**src/pcc_consts.svh**
```systemverilog
`ifndef PCC_CONSTS_SVH
`define PCC_CONSTS_SVH

// register byte offsets
`define PCC_OFF_CTL 4'h0
`define PCC_OFF_STAT 4'h4

// control field positions
`define PCC_MUL_LSB 0
`define PCC_MUL_MSB 6
`define PCC_DIV_LSB 7
`define PCC_DIV_MSB 8
`define PCC_INDIV_BIT 9
`define PCC_SDR_LSB 10
`define PCC_SDR_MSB 12
`define PCC_DDR_LSB 13
`define PCC_DDR_MSB 14
`define PCC_LNK_LSB 15
`define PCC_LNK_MSB 16
`define PCC_DIVIDER_ENABLE_BIT 17
`define PCC_BYP_BIT 18
`define PCC_CTL_MASK 32'h0005_ffff

// status field positions
`define PCC_ST_LOCK_BIT 0
`define PCC_ST_BYP_BIT 1
`define PCC_ST_SETTLE_BIT 2

// values and counts
`define PCC_MUL_MAX 7'h40
`define PCC_LOCK_CYCLES 4096
`define PCC_SETTLE_CYCLES 16
`define PCC_REF_DIV 64
`define PCC_CREDIT_CAP 12'h400
`define PCC_STRAP_MUL_8 7'h08
`define PCC_STRAP_MUL_16 7'h10
`define PCC_STRAP_MUL_32 7'h20
`define PCC_RST_DIV_CODE 2'h0

`endif

```
**src/pcc_pkg.sv**
```systemverilog
package pcc_pkg;

  // control register image
  typedef struct packed {
    logic byp;
    logic lnk_1;
    logic lnk_0;
    logic [1:0] ddr;
    logic [2:0] sdr;
    logic indiv;
    logic [1:0] div;
    logic [6:0] mul;
  } pcc_ctl_t;

  // derived clock enables
  typedef struct packed {
    logic core;
    logic periph;
    logic sdram;
    logic ddr2;
    logic link;
  } pcc_ticks_t;

  typedef enum logic [0:0] {
    PCC_LOCKED,
    PCC_RELOCK
  } pcc_lock_t;

  typedef enum logic [1:0] {
    PCC_RK_PERIPH,
    PCC_RK_SDRAM,
    PCC_RK_DDR2,
    PCC_RK_LINK
  } pcc_ratio_kind_t;

endpackage

```
**src/pcc_top.sv**
```systemverilog
`timescale 1ns/100ps
`include "pcc_consts.svh"
module pcc_top #(
  parameter bit NEWER_VARIANT = 1'b1,
  parameter int REF_DIV = `PCC_REF_DIV,
  parameter int LOCK_CYCLES = `PCC_LOCK_CYCLES
) (
  input wire logic mclk,
  input wire logic sys_rst,
  input wire logic [1:0] clk_cfg_strap,
  input wire logic [3:0] avs_address,
  input wire logic avs_read,
  input wire logic avs_write,
  input wire logic [31:0] avs_writedata,
  input wire logic [3:0] avs_byteenable,
  output logic [31:0] avs_readdata,
  output logic avs_waitrequest,
  output logic ref_tick_q,
  output logic core_tick_q,
  output logic periph_tick,
  output logic sdram_tick,
  output logic ddr2_tick,
  output logic link_tick,
  output logic pll_locked_q
);

  // ========================================
  // decoders
  function automatic logic [3:0] ratio_half(input pcc_pkg::pcc_ratio_kind_t k, input logic [2:0] c);
    logic [3:0] r;
    r = 4'h8;
    unique case (k)
      pcc_pkg::PCC_RK_PERIPH: r = NEWER_VARIANT ? 4'h4 : 4'h2;
      pcc_pkg::PCC_RK_SDRAM: r = (c > 3'h4) ? 4'h8 : 4'(4'h4 + {1'b0, c});
      pcc_pkg::PCC_RK_DDR2: r = (c[1:0] == 2'h0) ? 4'h4 : ((c[1:0] == 2'h1) ? 4'h6 : 4'h8);
      pcc_pkg::PCC_RK_LINK: r = (c[1:0] == 2'h3) ? 4'h8 : 4'(4'h4 + {2'h0, c[1:0]});
    endcase
    return r;
  endfunction

  function automatic logic [6:0] strap_mul(input logic [1:0] s);
    logic [6:0] m;
    unique case (s)
      2'h0: m = `PCC_STRAP_MUL_8;
      2'h1: m = `PCC_STRAP_MUL_16;
      2'h2: m = `PCC_STRAP_MUL_32;
      2'h3: m = `PCC_STRAP_MUL_32;
    endcase
    return m;
  endfunction

  // ========================================
  // register bus
  pcc_pkg::pcc_ctl_t ctl_q, ctl_d;
  logic [31:0] rdata_d, ctl_img, wmask, wval;
  logic wait_d, acc_go, wr_ctl, divider_enable_wr;
  logic [6:0] new_mul;
  logic byp_eff_q, byp_eff_d;
  logic [4:0] settle_q, settle_d;

  assign acc_go = (avs_read | avs_write) & ~avs_waitrequest;
  assign wr_ctl = acc_go & avs_write & (avs_address == `PCC_OFF_CTL);
  assign ctl_img = {13'h0000, ctl_q.byp, 1'b0, ctl_q[16:0]};

  always_comb
  begin
    wmask = {{8{avs_byteenable[3]}}, {8{avs_byteenable[2]}}, {8{avs_byteenable[1]}}, {8{avs_byteenable[0]}}};
    wval = (ctl_img & ~wmask) | (avs_writedata & wmask);
    divider_enable_wr = wr_ctl & wval[`PCC_DIVIDER_ENABLE_BIT];
    new_mul = (wval[`PCC_MUL_MSB:`PCC_MUL_LSB] > `PCC_MUL_MAX) ? `PCC_MUL_MAX : wval[`PCC_MUL_MSB:`PCC_MUL_LSB];
    ctl_d = ctl_q;
    if (wr_ctl)
    begin
      ctl_d = pcc_pkg::pcc_ctl_t'({wval[`PCC_BYP_BIT], wval[`PCC_LNK_MSB:`PCC_DIV_LSB], new_mul});
    end
    wait_d = ~((avs_read | avs_write) & avs_waitrequest);
    rdata_d = avs_readdata;
    if ((avs_read | avs_write) & avs_waitrequest)
    begin
      rdata_d = 32'h0000_0000;
      if (avs_read && avs_address == `PCC_OFF_CTL)
      begin
        rdata_d = ctl_img & `PCC_CTL_MASK;
      end
      else if (avs_read && avs_address == `PCC_OFF_STAT)
      begin
        rdata_d[`PCC_ST_LOCK_BIT] = pll_locked_q;
        rdata_d[`PCC_ST_BYP_BIT] = byp_eff_q;
        rdata_d[`PCC_ST_SETTLE_BIT] = (settle_q != 5'h00);
      end
    end
  end

  // ========================================
  // reference tick, input divider, lock
  logic [7:0] ref_cnt_q, ref_cnt_d;
  logic ref_tick_d, pll_tick, mul_changed;
  logic half_q, half_d;
  pcc_pkg::pcc_lock_t lock_q, lock_d;
  logic [12:0] lock_cnt_q, lock_cnt_d;

  assign pll_tick = ref_tick_q & (~ctl_q.indiv | half_q);
  assign mul_changed = wr_ctl & (new_mul != ctl_q.mul);

  always_comb
  begin
    ref_tick_d = (ref_cnt_q == 8'(REF_DIV - 1));
    ref_cnt_d = ref_tick_d ? 8'h00 : ref_cnt_q + 8'h01;
    half_d = ref_tick_q ? ~half_q : half_q;
    byp_eff_d = ref_tick_q ? ctl_q.byp : byp_eff_q;
    lock_d = lock_q;
    lock_cnt_d = lock_cnt_q;
    unique case (lock_q)
      pcc_pkg::PCC_LOCKED:
      begin
        lock_cnt_d = 13'h0000;
      end
      pcc_pkg::PCC_RELOCK:
      begin
        if (ref_tick_q && byp_eff_q)
        begin
          lock_cnt_d = lock_cnt_q + 13'h0001;
        end
        if (lock_cnt_q == 13'(LOCK_CYCLES))
        begin
          lock_d = pcc_pkg::PCC_LOCKED;
        end
      end
    endcase
    if (mul_changed)
    begin
      lock_d = pcc_pkg::PCC_RELOCK;
      lock_cnt_d = 13'h0000;
    end
  end

  // ========================================
  // core clock generation
  logic [11:0] credit_q, credit_d;
  logic [4:0] den_q, den_d;
  logic [4:0] den_pend_q, den_pend_d;
  logic pend_q, pend_d;
  logic core_tick_d;
  logic [2:0] sdr_q, sdr_d;
  logic [1:0] ddr_q, ddr_d;
  logic [1:0] lnk_q, lnk_d;
  logic [7:0] inc;

  always_comb
  begin
    inc = (ctl_q.mul == 7'h00) ? 8'h00 : {ctl_q.mul, 1'b0};
    den_pend_d = den_pend_q;
    pend_d = pend_q;
    sdr_d = sdr_q;
    ddr_d = ddr_q;
    lnk_d = lnk_q;
    if (divider_enable_wr)
    begin
      den_pend_d = 5'(5'h02 << wval[`PCC_DIV_MSB:`PCC_DIV_LSB]);
      pend_d = 1'b1;
      sdr_d = wval[`PCC_SDR_MSB:`PCC_SDR_LSB];
      ddr_d = wval[`PCC_DDR_MSB:`PCC_DDR_LSB];
      lnk_d = wval[`PCC_LNK_MSB:`PCC_LNK_LSB];
    end
    credit_d = credit_q;
    if (pll_tick && credit_q < `PCC_CREDIT_CAP)
    begin
      credit_d = credit_q + {4'h0, inc};
    end
    core_tick_d = 1'b0;
    den_d = den_q;
    if (byp_eff_q)
    begin
      core_tick_d = ref_tick_q;
      credit_d = 12'h000;
    end
    else if (credit_q >= {7'h00, den_q})
    begin
      core_tick_d = 1'b1;
      credit_d = credit_d - {7'h00, den_q};
    end
    if (core_tick_q && pend_q && !divider_enable_wr)
    begin
      den_d = den_pend_q;
      pend_d = 1'b0;
    end
    settle_d = settle_q;
    if (divider_enable_wr)
    begin
      settle_d = 5'(`PCC_SETTLE_CYCLES);
    end
    else if (core_tick_q && settle_q != 5'h00)
    begin
      settle_d = settle_q - 5'h01;
    end
  end

  // ========================================
  // state registers
  always_ff @(posedge mclk)
  begin
    if (sys_rst)
    begin
      ctl_q <= '0;
      ctl_q.mul <= strap_mul(clk_cfg_strap);
      ctl_q.div <= `PCC_RST_DIV_CODE;
      avs_readdata <= 32'h0000_0000;
      avs_waitrequest <= 1'b1;
      ref_cnt_q <= 8'h00;
      ref_tick_q <= 1'b0;
      half_q <= 1'b0;
      byp_eff_q <= 1'b0;
      lock_q <= pcc_pkg::PCC_LOCKED;
      lock_cnt_q <= 13'h0000;
      pll_locked_q <= 1'b1;
      credit_q <= 12'h000;
      den_q <= 5'h02;
      den_pend_q <= 5'h02;
      pend_q <= 1'b0;
      core_tick_q <= 1'b0;
      settle_q <= 5'h00;
      sdr_q <= 3'h0;
      ddr_q <= 2'h0;
      lnk_q <= 2'h0;
    end
    else
    begin
      ctl_q <= ctl_d;
      avs_readdata <= rdata_d;
      avs_waitrequest <= wait_d;
      ref_cnt_q <= ref_cnt_d;
      ref_tick_q <= ref_tick_d;
      half_q <= half_d;
      byp_eff_q <= byp_eff_d;
      lock_q <= lock_d;
      lock_cnt_q <= lock_cnt_d;
      pll_locked_q <= (lock_d == pcc_pkg::PCC_LOCKED);
      credit_q <= credit_d;
      den_q <= den_d;
      den_pend_q <= den_pend_d;
      pend_q <= pend_d;
      core_tick_q <= core_tick_d;
      settle_q <= settle_d;
      sdr_q <= sdr_d;
      ddr_q <= ddr_d;
      lnk_q <= lnk_d;
    end
  end

  // ========================================
  // derived clocks
  logic [3:0][3:0] rsel;
  logic [3:0] dtick;

  assign rsel[0] = ratio_half(pcc_pkg::PCC_RK_PERIPH, 3'h0);
  assign rsel[1] = ratio_half(pcc_pkg::PCC_RK_SDRAM, sdr_q);
  assign rsel[2] = ratio_half(pcc_pkg::PCC_RK_DDR2, {1'b0, ddr_q});
  assign rsel[3] = ratio_half(pcc_pkg::PCC_RK_LINK, {1'b0, lnk_q});

  genvar gi;
  generate
    for (gi = 0; gi < 4; gi++)
    begin : g_ratio
      pcc_ratio_div #(.RW(4)) u_div (
        .mclk(mclk),
        .sys_rst(sys_rst),
        .tick_in(core_tick_q),
        .ratio_half(rsel[gi]),
        .tick_q(dtick[gi])
      );
    end
  endgenerate

  assign periph_tick = dtick[0];
  assign sdram_tick = dtick[1];
  assign ddr2_tick = dtick[2];
  assign link_tick = dtick[3];
endmodule

```
**src/pcc_ratio_div.sv**
```systemverilog
`timescale 1ns/100ps
// ========================================
// fractional ratio divider, half steps
module pcc_ratio_div #(
  parameter int RW = 4
) (
  input wire logic mclk,
  input wire logic sys_rst,
  input wire logic tick_in,
  input wire logic [RW-1:0] ratio_half,
  output logic tick_q
);

  logic [RW:0] acc_q;
  logic [RW:0] acc_d;
  logic [RW-1:0] ratio_q;
  logic [RW-1:0] ratio_d;
  logic tick_d;
  logic [RW:0] sum;

  always_comb
  begin
    sum = acc_q + (RW+1)'(2);
    acc_d = acc_q;
    ratio_d = ratio_q;
    tick_d = 1'b0;
    if (tick_in)
    begin
      if (sum >= {1'b0, ratio_q})
      begin
        tick_d = 1'b1;
        acc_d = sum - {1'b0, ratio_q};
        ratio_d = ratio_half;
      end
      else
      begin
        acc_d = sum;
      end
    end
    else if (acc_q == '0)
    begin
      ratio_d = ratio_half;
    end
  end

  always_ff @(posedge mclk)
  begin
    if (sys_rst)
    begin
      acc_q <= '0;
      ratio_q <= RW'(2);
      tick_q <= 1'b0;
    end
    else
    begin
      acc_q <= acc_d;
      ratio_q <= ratio_d;
      tick_q <= tick_d;
    end
  end

endmodule

```
**config.mk**
```make
export PLATFORM = sky130hd
export DESIGN_NAME = pcc_top
export DESIGN_NICKNAME = d
export VERILOG_FILES = /design/src/pcc_pkg.sv /design/src/pcc_top.sv /design/src/pcc_ratio_div.sv
export VERILOG_INCLUDE_DIRS = /design/src
export SDC_FILE = /design/constraint.sdc
export NUM_CORES = 1
export LEC_CHECK = 0
export ABC_AREA = 0
export ABC_CLOCK_PERIOD_IN_PS = 4000
export BUFFER_PORTS_ARGS = -buffer_cell sky130_fd_sc_hd__buf_2
export CORE_MARGIN = 1
export CORE_UTILIZATION = 30
export CTS_CLUSTER_SIZE = 8
export DETAILED_ROUTE_END_ITERATION = 12
export HOLD_SLACK_MARGIN = 0.08
export PLACE_DENSITY = 0.43
export SLEW_MARGIN = 25
export SYNTH_ARGS = -nofsm -noshare
export SYNTH_HDL_FRONTEND = slang
export SYNTH_HIERARCHICAL = 1
export SYNTH_SLANG_ARGS = --single-unit
```
**constraint.sdc**
```tcl
create_clock -name mclk -period 4 [get_ports mclk]
set_input_delay 0.2 -clock mclk [delete_from_list [all_inputs] [get_ports mclk]]
set_output_delay 0.2 -clock mclk [all_outputs]
set_load 0.1 [all_outputs]
```
==> impl_metrics.env, run 1 <==
export IMPL_antenna_left=0
export IMPL_cp_data_arrival_time_ns=3.63
export IMPL_maxCapViolations=0
export IMPL_cts_sinks=136
export IMPL_dr_first_iter_drc_count=381
export IMPL_die_x_um=163
export IMPL_final_setup_tns_ns=0
export IMPL_overflow=0
export IMPL_grt_pass1_wl_um=31000
export IMPL_p_leak_uw=0.00360
export IMPL_clock_latency_ns=0.42
export IMPL_placed_area_um2=8310
export IMPL_worstMarginPinSlew_ns=0.892
export IMPL_synth_cells=902
export IMPL_netlist_area_um2=7780
export IMPL_final_max_slew_viol_count=0
export IMPL_clock_fmax_mhz=306
export IMPL_fin_crit_ns=3.27
export IMPL_crit_fanout=5
export IMPL_post_route_period_util_pct=81.8
export IMPL_endpoint_kind="flip-flop"
export IMPL_cp_required_ns=4.36
export IMPL_seq_area_frac_synth_pct=35.9
export IMPL_port_buffer_count=57
export IMPL_layout_nets=1049
export IMPL_internal_power_uw=3850
export IMPL_initial_core_util_pct=30.7
export IMPL_status="finished, final reports clean"
export IMPL_post_route_cell_area_um2=9010
export IMPL_yosys_warnings=6
export IMPL_num_rows=58
export IMPL_synth_main_ff_cell="dfxtp_1"
export IMPL_antenna_found_initial=0
export IMPL_grt_max_degree=56
export IMPL_synth_edf_count=7
export IMPL_synth_async_reset_ratio_pct=0
export IMPL_powerDensity_nw_per_um2=753
export IMPL_drc=0
export IMPL_core_area_um2=25300
export IMPL_die_y_um=163
export IMPL_setup_violations=0
export IMPL_die_area_um2=26600
export IMPL_finClkSkew_ns=0.0126
export IMPL_num_vias=6271
export IMPL_dr_pass1_iters=5
export IMPL_p_sw_share_pct=43.2
export IMPL_grtUsageTotal_pct=14.7
export IMPL_path_class="flip-flop to flip-flop"
export IMPL_grt_pass1_vias=6000
export IMPL_cts_buffers=17
export IMPL_clk_pin_slew_ns=0.07
export IMPL_ys_types=81
export IMPL_root_buffer="clkbuf_16"
export IMPL_ios=86
export IMPL_gp_congestion=0.777
export IMPL_rsz0062_at_grt="no"
export IMPL_cts_tree="built"
export IMPL_syn_to_final_growth_pct=15.7
export IMPL_start_kind="flip-flop"
export IMPL_p_sw_uw=2930
export IMPL_cts_buffer_depth=2
export IMPL_power_frac_comb_pct=48.5
export IMPL_finalHoldViolCount=0
export IMPL_syn_area_per_cell_um2=8.63
export IMPL_slew_limit_headroom_pct=40.5
export IMPL_seq_power_share_pct=27.9
export IMPL_htreeDepth=4
export IMPL_fillers=2630
export IMPL_ys_seq_elements=136
export IMPL_clock_power_share_pct=23.6
export IMPL_peakVddDrop_uv=460
export IMPL_hp_class="input pin to flip-flop"
export IMPL_routed_wl_um=18700
export IMPL_hpwl_um=13100
export IMPL_routed_via_density=4.82
export IMPL_wl_per_cell_um=14.4
export IMPL_drive_above_1_share_pct=12.6
export IMPL_diodes=0
==> logic make-up after synthesis <==
logic type                 synth area share, %
and+or+nand+nor                           23.0
AOI/OAI and AO/OA                         17.5
DFF                                       35.9
buffers and inverters                     6.48
adders and majority gates                 7.88
xor gates and xnor gates                  4.61
muxes                                     4.55
other                                   0.0965
==> power by group through the flow <==
stage	registers, uW	logic (uW)	clock network (uW)
6_report	1900	3290	1600
5_1_grt	1950	3720	1720
4_1_cts	1900	3310	1660
3_5_place_dp	1930	3290	0
3_3_place_gp	1930	3310	0
2_1_floorplan	2000	2740	0
==> worst max-delay path, stage by stage, from the launching register on <==
cell and delay [ns]:
edfxtp_1 0.45, ha_1 0.23, inv_1 0.07, fa_1 0.40
o21ai_0 0.27, ha_1 0.32, o21a_1 0.13, o21ai_0 0.21
nand2b_1 0.09, a21oi_1 0.21, nand2_1 0.16, or4b_1 0.53
a21oi_1 0.14
==> state kept, by name (all words and copies together), names as in the netlist, 2 cells and up, named ones only <==
signal,count
ref_cnt_q,8
sdr_q,3
settle_q,5
den_pend_q,4
ddr_q,2
g_ratio.u_div/acc_q,20
avs_readdata,18
lnk_q,2
lock_cnt_q,13
g_ratio.u_div/ratio_q,16
g_ratio.u_div/tick_q,4
ctl_img,16
credit_q,11
den_q,4
==> timing repair <==
item	4_1_cts	5_1_grt
buffers inserted	0	0
hold buffers	11	0
gates resized for setup	0	0
hold endpoints to repair	11	0
==> per-stage QoR <==
| stage | std cells | worst slack (ns) | total power [uW] | util (%) | hold slack, ns |
|---|---|---|---|---|---|
| 2_1_floorplan | 919 | 0.522 | 4740 | - | 0.336 |
| 3_3_place_gp | 1257 | 0.750 | 5240 | 32.8 | 0.445 |
| 3_5_place_dp | 1257 | 0.744 | 5220 | 32.8 | 0.446 |
| 4_1_cts | 1300 | 0.699 | 6870 | 35.6 | 0.0941 |
| 5_1_grt | 1300 | 0.354 | 7390 | 35.6 | 0.124 |
| 6_report | 1300 | 0.727 | 6790 | 35.6 | 0.117 |
==> cells in the mapped netlist, types with 10 or more instances <==
library cell,number,area [um2]
a31oi_1,10,62.6
dfxtp_1,129,2580
o21ai_0,26,130
nand3_1,26,130
nor3_1,21,105
nor2b_1,17,106
xor2_1,26,228
and3_1,13,81.3
xnor2_1,15,131
nand2b_1,36,225
nand2_1,63,236
nor2_1,91,342
inv_1,52,195
ha_1,41,513
buf_4,14,105
mux2i_1,34,340
a22oi_1,20,150
clkbuf_1,30,113
a21oi_1,57,285
a211oi_1,14,105
==> layer usage <==
layer / GRT usage, % / wire (um) / vias to the layer above
met2: 23.6 / 8510 / 85
met5: 0 / 0 / -
met3: 3.35 / 699 / 8
li1: - / - / 3288
met4: 3.74 / 150 / 0
met1: 19.8 / 9310 / 2890
==> final cells by class <==
type,instances,area [um2],area share (%)
flip-flops and latches,136,2790,31.0
clock buffers,18,439,4.88
inverters,52,195,2.17
repair buffers,75,450,5.00
well taps,330,413,4.58
clock inverters,14,153,1.69
multi-input cells,675,4560,50.7
==> worst paths after layout <==
path                                            startpoint                         end  slack (ns)  cells past startpoint
worst min-delay path                     avs_byteenable[2]    ctl_img[16]$_SDFFE_PP0P_        0.12                      3
worst max-delay path              ctl_img[0]$_SDFFCE_PP0P_     credit_q[11]$_SDFF_PP0_        0.73                     12
worst max register to register    ctl_img[0]$_SDFFCE_PP0P_     credit_q[11]$_SDFF_PP0_        0.73                     12
worst min register to register  den_pend_q[3]$_SDFFE_PP0P_  den_pend_q[3]$_SDFFE_PP0P_        0.45                      2
==> cells in the final DEF, fill, tap and decap left out, drive strengths merged, types with 19 or more instances in the layout <==
| master | instances |
|---|---|
| a22oi | 20 |
| dfxtp | 129 |
| nor3 | 21 |
| conb | 19 |
| ha | 41 |
| nand2b | 36 |
| nand3 | 26 |
| buf | 64 |
| a21oi | 60 |
| xor2 | 26 |
| nor2 | 92 |
| nand2 | 63 |
| mux2i | 35 |
| inv | 61 |
| o21ai | 28 |
No activity file was read; power rests on OpenSTA's default activity.
==> run 2, diff against run 1 <==
ABC_CLOCK_PERIOD_IN_PS = 3350   (was 4000)
clock period = 3.35 ns   (was 4 ns; I/O delays follow)
==> impl_metrics.env, run 2 (synthesis gave the netlist of run 1 again) <==
export IMPL_die_area_um2=26600
export IMPL_finClkSkew_ns=0.0131
export IMPL_fin_crit_ns=3.02
export IMPL_grt_pass1_wl_um=31600
export IMPL_setup_violations=0
export IMPL_ios=86
export IMPL_cts_sinks=136
export IMPL_gp_congestion=0.782
export IMPL_wl_per_cell_um=14.5
export IMPL_path_class="flip-flop to flip-flop"
export IMPL_antenna_left=0
export IMPL_overflow=0
export IMPL_grtUsageTotal_pct=15.1
export IMPL_final_max_slew_viol_count=0
export IMPL_rr_endpoint="credit_q[10]$_SDFF_PP0_"
export IMPL_layoutNonFillerInstCount=1308
export IMPL_peakVddDrop_uv=419
export IMPL_largest_register="g_ratio.u_div/acc_q"
export IMPL_largest_register_ffs=20
export IMPL_grtUsageMet3_pct=3.02
export IMPL_powerDensity_nw_per_um2=896
export IMPL_core_area_um2=25300
export IMPL_drc=0
export IMPL_mostFrequentLayoutCell="dfxtp_1"
export IMPL_internal_power_uw=4670
export IMPL_num_vias=6293
export IMPL_port_buffer_count=57
export IMPL_p_total_uw=8150
export IMPL_die_y_um=163
export IMPL_clock_latency_ns=0.42
export IMPL_r2r_slack_ns=0.33
export IMPL_hold_end="ctl_img[0]$_SDFFCE_PP0P_"
export IMPL_crit_top_cell="ha_1"
export IMPL_grt_max_degree=127
export IMPL_crit_fanout=4
export IMPL_post_route_period_util_pct=90.1
export IMPL_met1_usage_pct=19.8
export IMPL_diodes=0
export IMPL_final_setup_tns_ns=0
export IMPL_routed_wl_um=19000
export IMPL_cts_tree="built"
export IMPL_num_rows=58
export IMPL_seq_power_share_pct=27.4
export IMPL_hp_class="input pin to flip-flop"
export IMPL_r2r_start="ctl_img[0]$_SDFFCE_PP0P_"
export IMPL_dr_pass1_iters=4
export IMPL_crit_family="adder cells"
export IMPL_hold_path_startpoint="avs_writedata[0]"
export IMPL_cp_num_buf_inv=1
export IMPL_syn_to_final_growth_pct=16.8
export IMPL_placed_cells=1263
export IMPL_endpoint_kind="flip-flop"
export IMPL_dr_first_iter_drc_count=308
export IMPL_initial_core_util_pct=30.7
export IMPL_rsz0062_at_grt="no"
export IMPL_maxCapViolations=0
export IMPL_reg_top3="g_ratio.u_div/acc_q (20), avs_readdata (18)"
export IMPL_finalHoldViolCount=0
export IMPL_htreeDepth=4
export IMPL_status="finished, final reports clean"
export IMPL_routed_via_density=4.81
export IMPL_clock_power_share_pct=23.4
export IMPL_reg2regPathDepth=12
export IMPL_use_met2_pct=24.5
export IMPL_grt_pass1_vias=6206
export IMPL_layout_nets=1057
export IMPL_busiest_layer="met2"
export IMPL_slew_limit_headroom_pct=49.2
export IMPL_antenna_found_initial=0
export IMPL_root_buffer="clkbuf_16"
export IMPL_cts_buffers=17
export IMPL_die_x_um=163
export IMPL_path_cells="ha_1, inv_1, fa_1, o21ai_1, ha_1, nor2b_1, o21ai_0, nand2b_1, a21oi_2, nand2_1, or4_1, a21oi_1"
export IMPL_cp_slowest_cell="or4_1"
export IMPL_worstMarginPinSlew_ns=0.750
export IMPL_cp_data_arrival_time_ns=3.37
export IMPL_start_kind="flip-flop"
export IMPL_clock_fmax_mhz=331
export IMPL_hpwl_um=13300
export IMPL_cp_required_ns=3.70
export IMPL_power_frac_comb_pct=49.2
export IMPL_p_sw_share_pct=42.7
export IMPL_cts_buffer_depth=2
export IMPL_layout_cells_most_common_list="127 x dfxtp_1, 91 x nor2_1, 63 x nand2_1, 56 x a21oi_1, 56 x buf_2"
export IMPL_clk_pin_slew_ns=0.06
export IMPL_p_leak_uw=0.00365
export IMPL_drive_above_1_share_pct=13.3
export IMPL_p_sw_uw=3480
export IMPL_slowest_delay_ns=0.51
export IMPL_holdPathStages=3
run 2: area by class of cell:
cell class | count | area [um2]
fill | 2630 | 16200
clock buffer | 19 | 464
timing repair buffer | 83 | 528
clock inverter | 13 | 133
multi-input combinational | 675 | 4570
sequential | 136 | 2800
tap | 330 | 413
inverter | 52 | 195
run 2: worst max-delay path by stage:
stage | from | endpoint | cells past startpoint
floorplan | ref_tick_q$_SDFF_PP0_ | credit_q[11]$_SDFF_PP0_ | 13
global placement | ctl_img[0]$_SDFFCE_PP0P_ | credit_q[10]$_SDFF_PP0_ | 12
detailed placement | ctl_img[0]$_SDFFCE_PP0P_ | credit_q[10]$_SDFF_PP0_ | 12
CTS | ctl_img[0]$_SDFFCE_PP0P_ | credit_q[10]$_SDFF_PP0_ | 12
global route | ctl_img[0]$_SDFFCE_PP0P_ | credit_q[10]$_SDFF_PP0_ | 12
finish | ctl_img[0]$_SDFFCE_PP0P_ | credit_q[10]$_SDFF_PP0_ | 12
run 2: routing by layer:
layer / wire length [um] / part of all wire, % / vias up
met2: 8710 / 46 / 68
li1: - / - / 3310
met3: 468 / 2.5 / 17
met1: 9580 / 50 / 2898
met5: 0 / 0 / -
met4: 247 / 1.3 / 0
run 2: per-stage QoR:
| step | utilization, % | area, um2 | hold WS (ns) | setup WS, ns |
|---|---|---|---|---|
| final | 35.9 | 9090 | 0.144 | 0.332 |
| after detailed placement | 33.0 | 8360 | 0.449 | 0.215 |
| after floorplan | - | 7850 | 0.303 | 0.208 |
| after CTS | 35.9 | 9090 | 0.116 | 0.175 |
| after global placement | 33.0 | 8360 | 0.444 | 0.223 |
| after global routing | 35.9 | 9090 | 0.145 | 0.0198 |
run 2: power by group through the flow:
stage               combinational (uW)  clock, uW  sequential (uW)
floorplan                         3270          0             2380
global placement                  4010          0             2280
detailed placement                3970          0             2270
CTS                               4010       1980             2240
global route                      4510       2040             2280
finish                            4010       1910             2230
run 2: worst min-delay path: stages:
cell     delay [ns]
buf_2          0.12
mux2i_1        0.08
nor2_1         0.08
run 2: repair_timing:
action / CTS / global route
buffers inserted: 0 / 0
hold buffers: 13 / 0
resized for setup: 0 / 2
endpoints found under the hold margin: 12 / 0
setup endpoints to repair: 0 / 1
==> run 3, diff against run 2 <==
ABC_CLOCK_PERIOD_IN_PS = 2600   (was 3350)
CTS_CLUSTER_SIZE = unset   (was 8)
PLACE_DENSITY = 0.45   (was 0.43)
clock period = 2.6 ns   (was 3.35 ns; I/O delays follow)
==> impl_metrics.env, run 3 (synthesis gave the netlist of run 1 again) <==
export IMPL_status="complete, but fails checks"
export IMPL_violations="setup timing"
export IMPL_cp_startpoint="ctl_img[0]$_SDFFCE_PP0P_"
export IMPL_finalHoldWorstSlack_ns=0.117
export IMPL_cts_buffer_depth=2
export IMPL_reg2regPathDepth=12
export IMPL_setup_violations=4
export IMPL_core_area_um2=25300
export IMPL_diodes=0
export IMPL_r2r_slack_ns=-0.20
export IMPL_grtUsageTotal_pct=14.9
export IMPL_slowest_delay_ns=0.50
export IMPL_final_max_slew_viol_count=0
export IMPL_num_rows=58
export IMPL_die_area_um2=26600
export IMPL_cp_num_buf_inv=1
export IMPL_grt_pass1_vias=6249
export IMPL_rr_endpoint="credit_q[11]$_SDFF_PP0_"
export IMPL_worstMarginPinSlew_ns=0.787
export IMPL_clock_latency_ns=0.43
export IMPL_dr_first_iter_drc_count=310
export IMPL_post_route_cell_area_um2=9570
export IMPL_finalHoldViolCount=0
export IMPL_dr_pass1_iters=4
export IMPL_gp_congestion=0.781
export IMPL_r2r_start="ctl_img[0]$_SDFFCE_PP0P_"
export IMPL_crit_cells=12
export IMPL_hpwl_um=13600
export IMPL_routed_via_density=4.75
export IMPL_drive_above_1_share_pct=19.1
export IMPL_multi_input_area_um2=4620
export IMPL_final_core_util_pct=37.8
export IMPL_reg_top3="g_ratio.u_div/acc_q (20), avs_readdata (18)"
export IMPL_cts_buffers=17
export IMPL_syn_to_final_growth_pct=22.9
export IMPL_die_y_um=163
export IMPL_layout_cells_most_common_list="127 x dfxtp_1, 91 x nor2_1, 69 x buf_4, 62 x nand2_1, 56 x buf_2"
export IMPL_largest_register="g_ratio.u_div/acc_q"
export IMPL_peakVddDrop_uv=552
export IMPL_ios=86
export IMPL_powerDensity_nw_per_um2=1190
export IMPL_root_buffer="clkbuf_16"
export IMPL_path_class="flip-flop to flip-flop"
export IMPL_seq_area_um2=2800
export IMPL_fillers=2627
export IMPL_p_total_uw=11300
export IMPL_finClkSkew_ns=0.0130
export IMPL_largest_register_ffs=20
export IMPL_routed_wl_um=18800
export IMPL_slew_limit_headroom_pct=47.5
export IMPL_num_vias=6491
export IMPL_final_setup_tns_ns=-0.517
export IMPL_rsz0062_at_grt="yes"
export IMPL_maxCapViolations=0
export IMPL_cp_slowest_cell="or4b_4"
export IMPL_setup_ws_ns=-0.201
export IMPL_antenna_left=0
export IMPL_crit_path_end="credit_q[11]$_SDFF_PP0_"
export IMPL_htreeDepth=4
export IMPL_grt_max_degree=82
export IMPL_die_x_um=163
export IMPL_antenna_found_initial=0
export IMPL_fin_crit_ns=2.80
export IMPL_grt_pass1_wl_um=31500
export IMPL_drc=0
export IMPL_placed_area_um2=8770
export IMPL_layout_nets=1116
export IMPL_post_route_period_util_pct=108
export IMPL_cts_tree="built"
export IMPL_cts_sinks=136
export IMPL_path_cells="ha_2, inv_2, fa_1, o21ai_2, ha_4, o21a_1, o21ai_2, nand2b_1, a21oi_2, nand2_2, or4b_4, a21oi_2"
export IMPL_crit_fanout=3
export IMPL_initial_core_util_pct=30.7
export IMPL_hp_class="input pin to flip-flop"
export IMPL_start_kind="flip-flop"
export IMPL_wl_per_cell_um=13.8
export IMPL_mostFrequentLayoutCell="dfxtp_1"
export IMPL_cp_required_ns=2.96
export IMPL_port_buffer_count=57
export IMPL_overflow=0
export IMPL_clock_fmax_mhz=357
export IMPL_endpoint_kind="flip-flop"
export IMPL_cp_data_arrival_time_ns=3.16
export IMPL_crit_family="adder cells"
export IMPL_clk_pin_slew_ns=0.06
export IMPL_p_leak_uw=0.00392
-- run 3: power by group --
part | switching (uW) | total [uW] | leakage [uW] | internal [uW]
clock network | 1020 | 2440 | 0.000278 | 1420
logic | 3350 | 6120 | 0.00252 | 2770
registers | 312 | 2790 | 0.00112 | 2480
total | 4680 | 11300 | 0.00392 | 6670
-- run 3: layout make-up --
| cell class | count | area share [%] |
|---|---|---|
| well taps | 330 | 4.31 |
| multi-input cells | 675 | 48.3 |
| clock buffers | 18 | 4.48 |
| inverters | 52 | 2.04 |
| repair buffers | 142 | 10.1 |
| clock inverters | 13 | 1.50 |
| flip-flops and latches | 136 | 29.2 |
-- run 3: worst register-to-register path: stages (launching register included) --
cell and delay, ns:
edfxtp_1 0.40, ha_2 0.21, inv_2 0.05, fa_1 0.41
o21ai_2 0.21, ha_4 0.23, o21a_1 0.13, o21ai_2 0.13
nand2b_1 0.09, a21oi_2 0.17, nand2_2 0.08, or4b_4 0.50
a21oi_2 0.13
-- run 3: per-stage QoR --
step	instances	setup slack, ns
floorplan	919	-0.195
global placement	1317	-0.206
detailed placement	1317	-0.223
CTS	1366	-0.179
global route	1366	-0.374
finish	1366	-0.201
-- run 3: per-layer routing --
layer  GRT usage [%]  wire length, um  vias up
li1                -                -     3418
met1            19.7             9480     2976
met2            24.2             8690       83
met3            3.53              503       14
met4            3.91              172        0
met5               0                0        -
-- run 3: how the worst min path moves through the flow --
stage,to,depth (start not counted),slack [ns],startpoint
finish,ctl_img[1]$_SDFFCE_PP0P_,3,0.12,avs_writedata[1]
global placement,lnk_q[1]$_SDFFE_PP0P_,3,0.39,avs_writedata[16]
global route,ctl_img[2]$_SDFFCE_PP0P_,3,0.12,avs_writedata[2]
CTS,ctl_img[2]$_SDFFCE_PP0P_,3,0.10,avs_writedata[2]
floorplan,lnk_q[1]$_SDFFE_PP0P_,2,0.27,avs_writedata[16]
detailed placement,lnk_q[1]$_SDFFE_PP0P_,3,0.40,avs_writedata[16]
-- run 3: what timing repair did --
item,CTS,global route
cloned,0,0
hold buffers,16,0
pin swaps,2,3
setup endpoints to repair,5,18
setup buffers,2,0
endpoints found under the hold margin,29,0
gates resized for setup,6,5
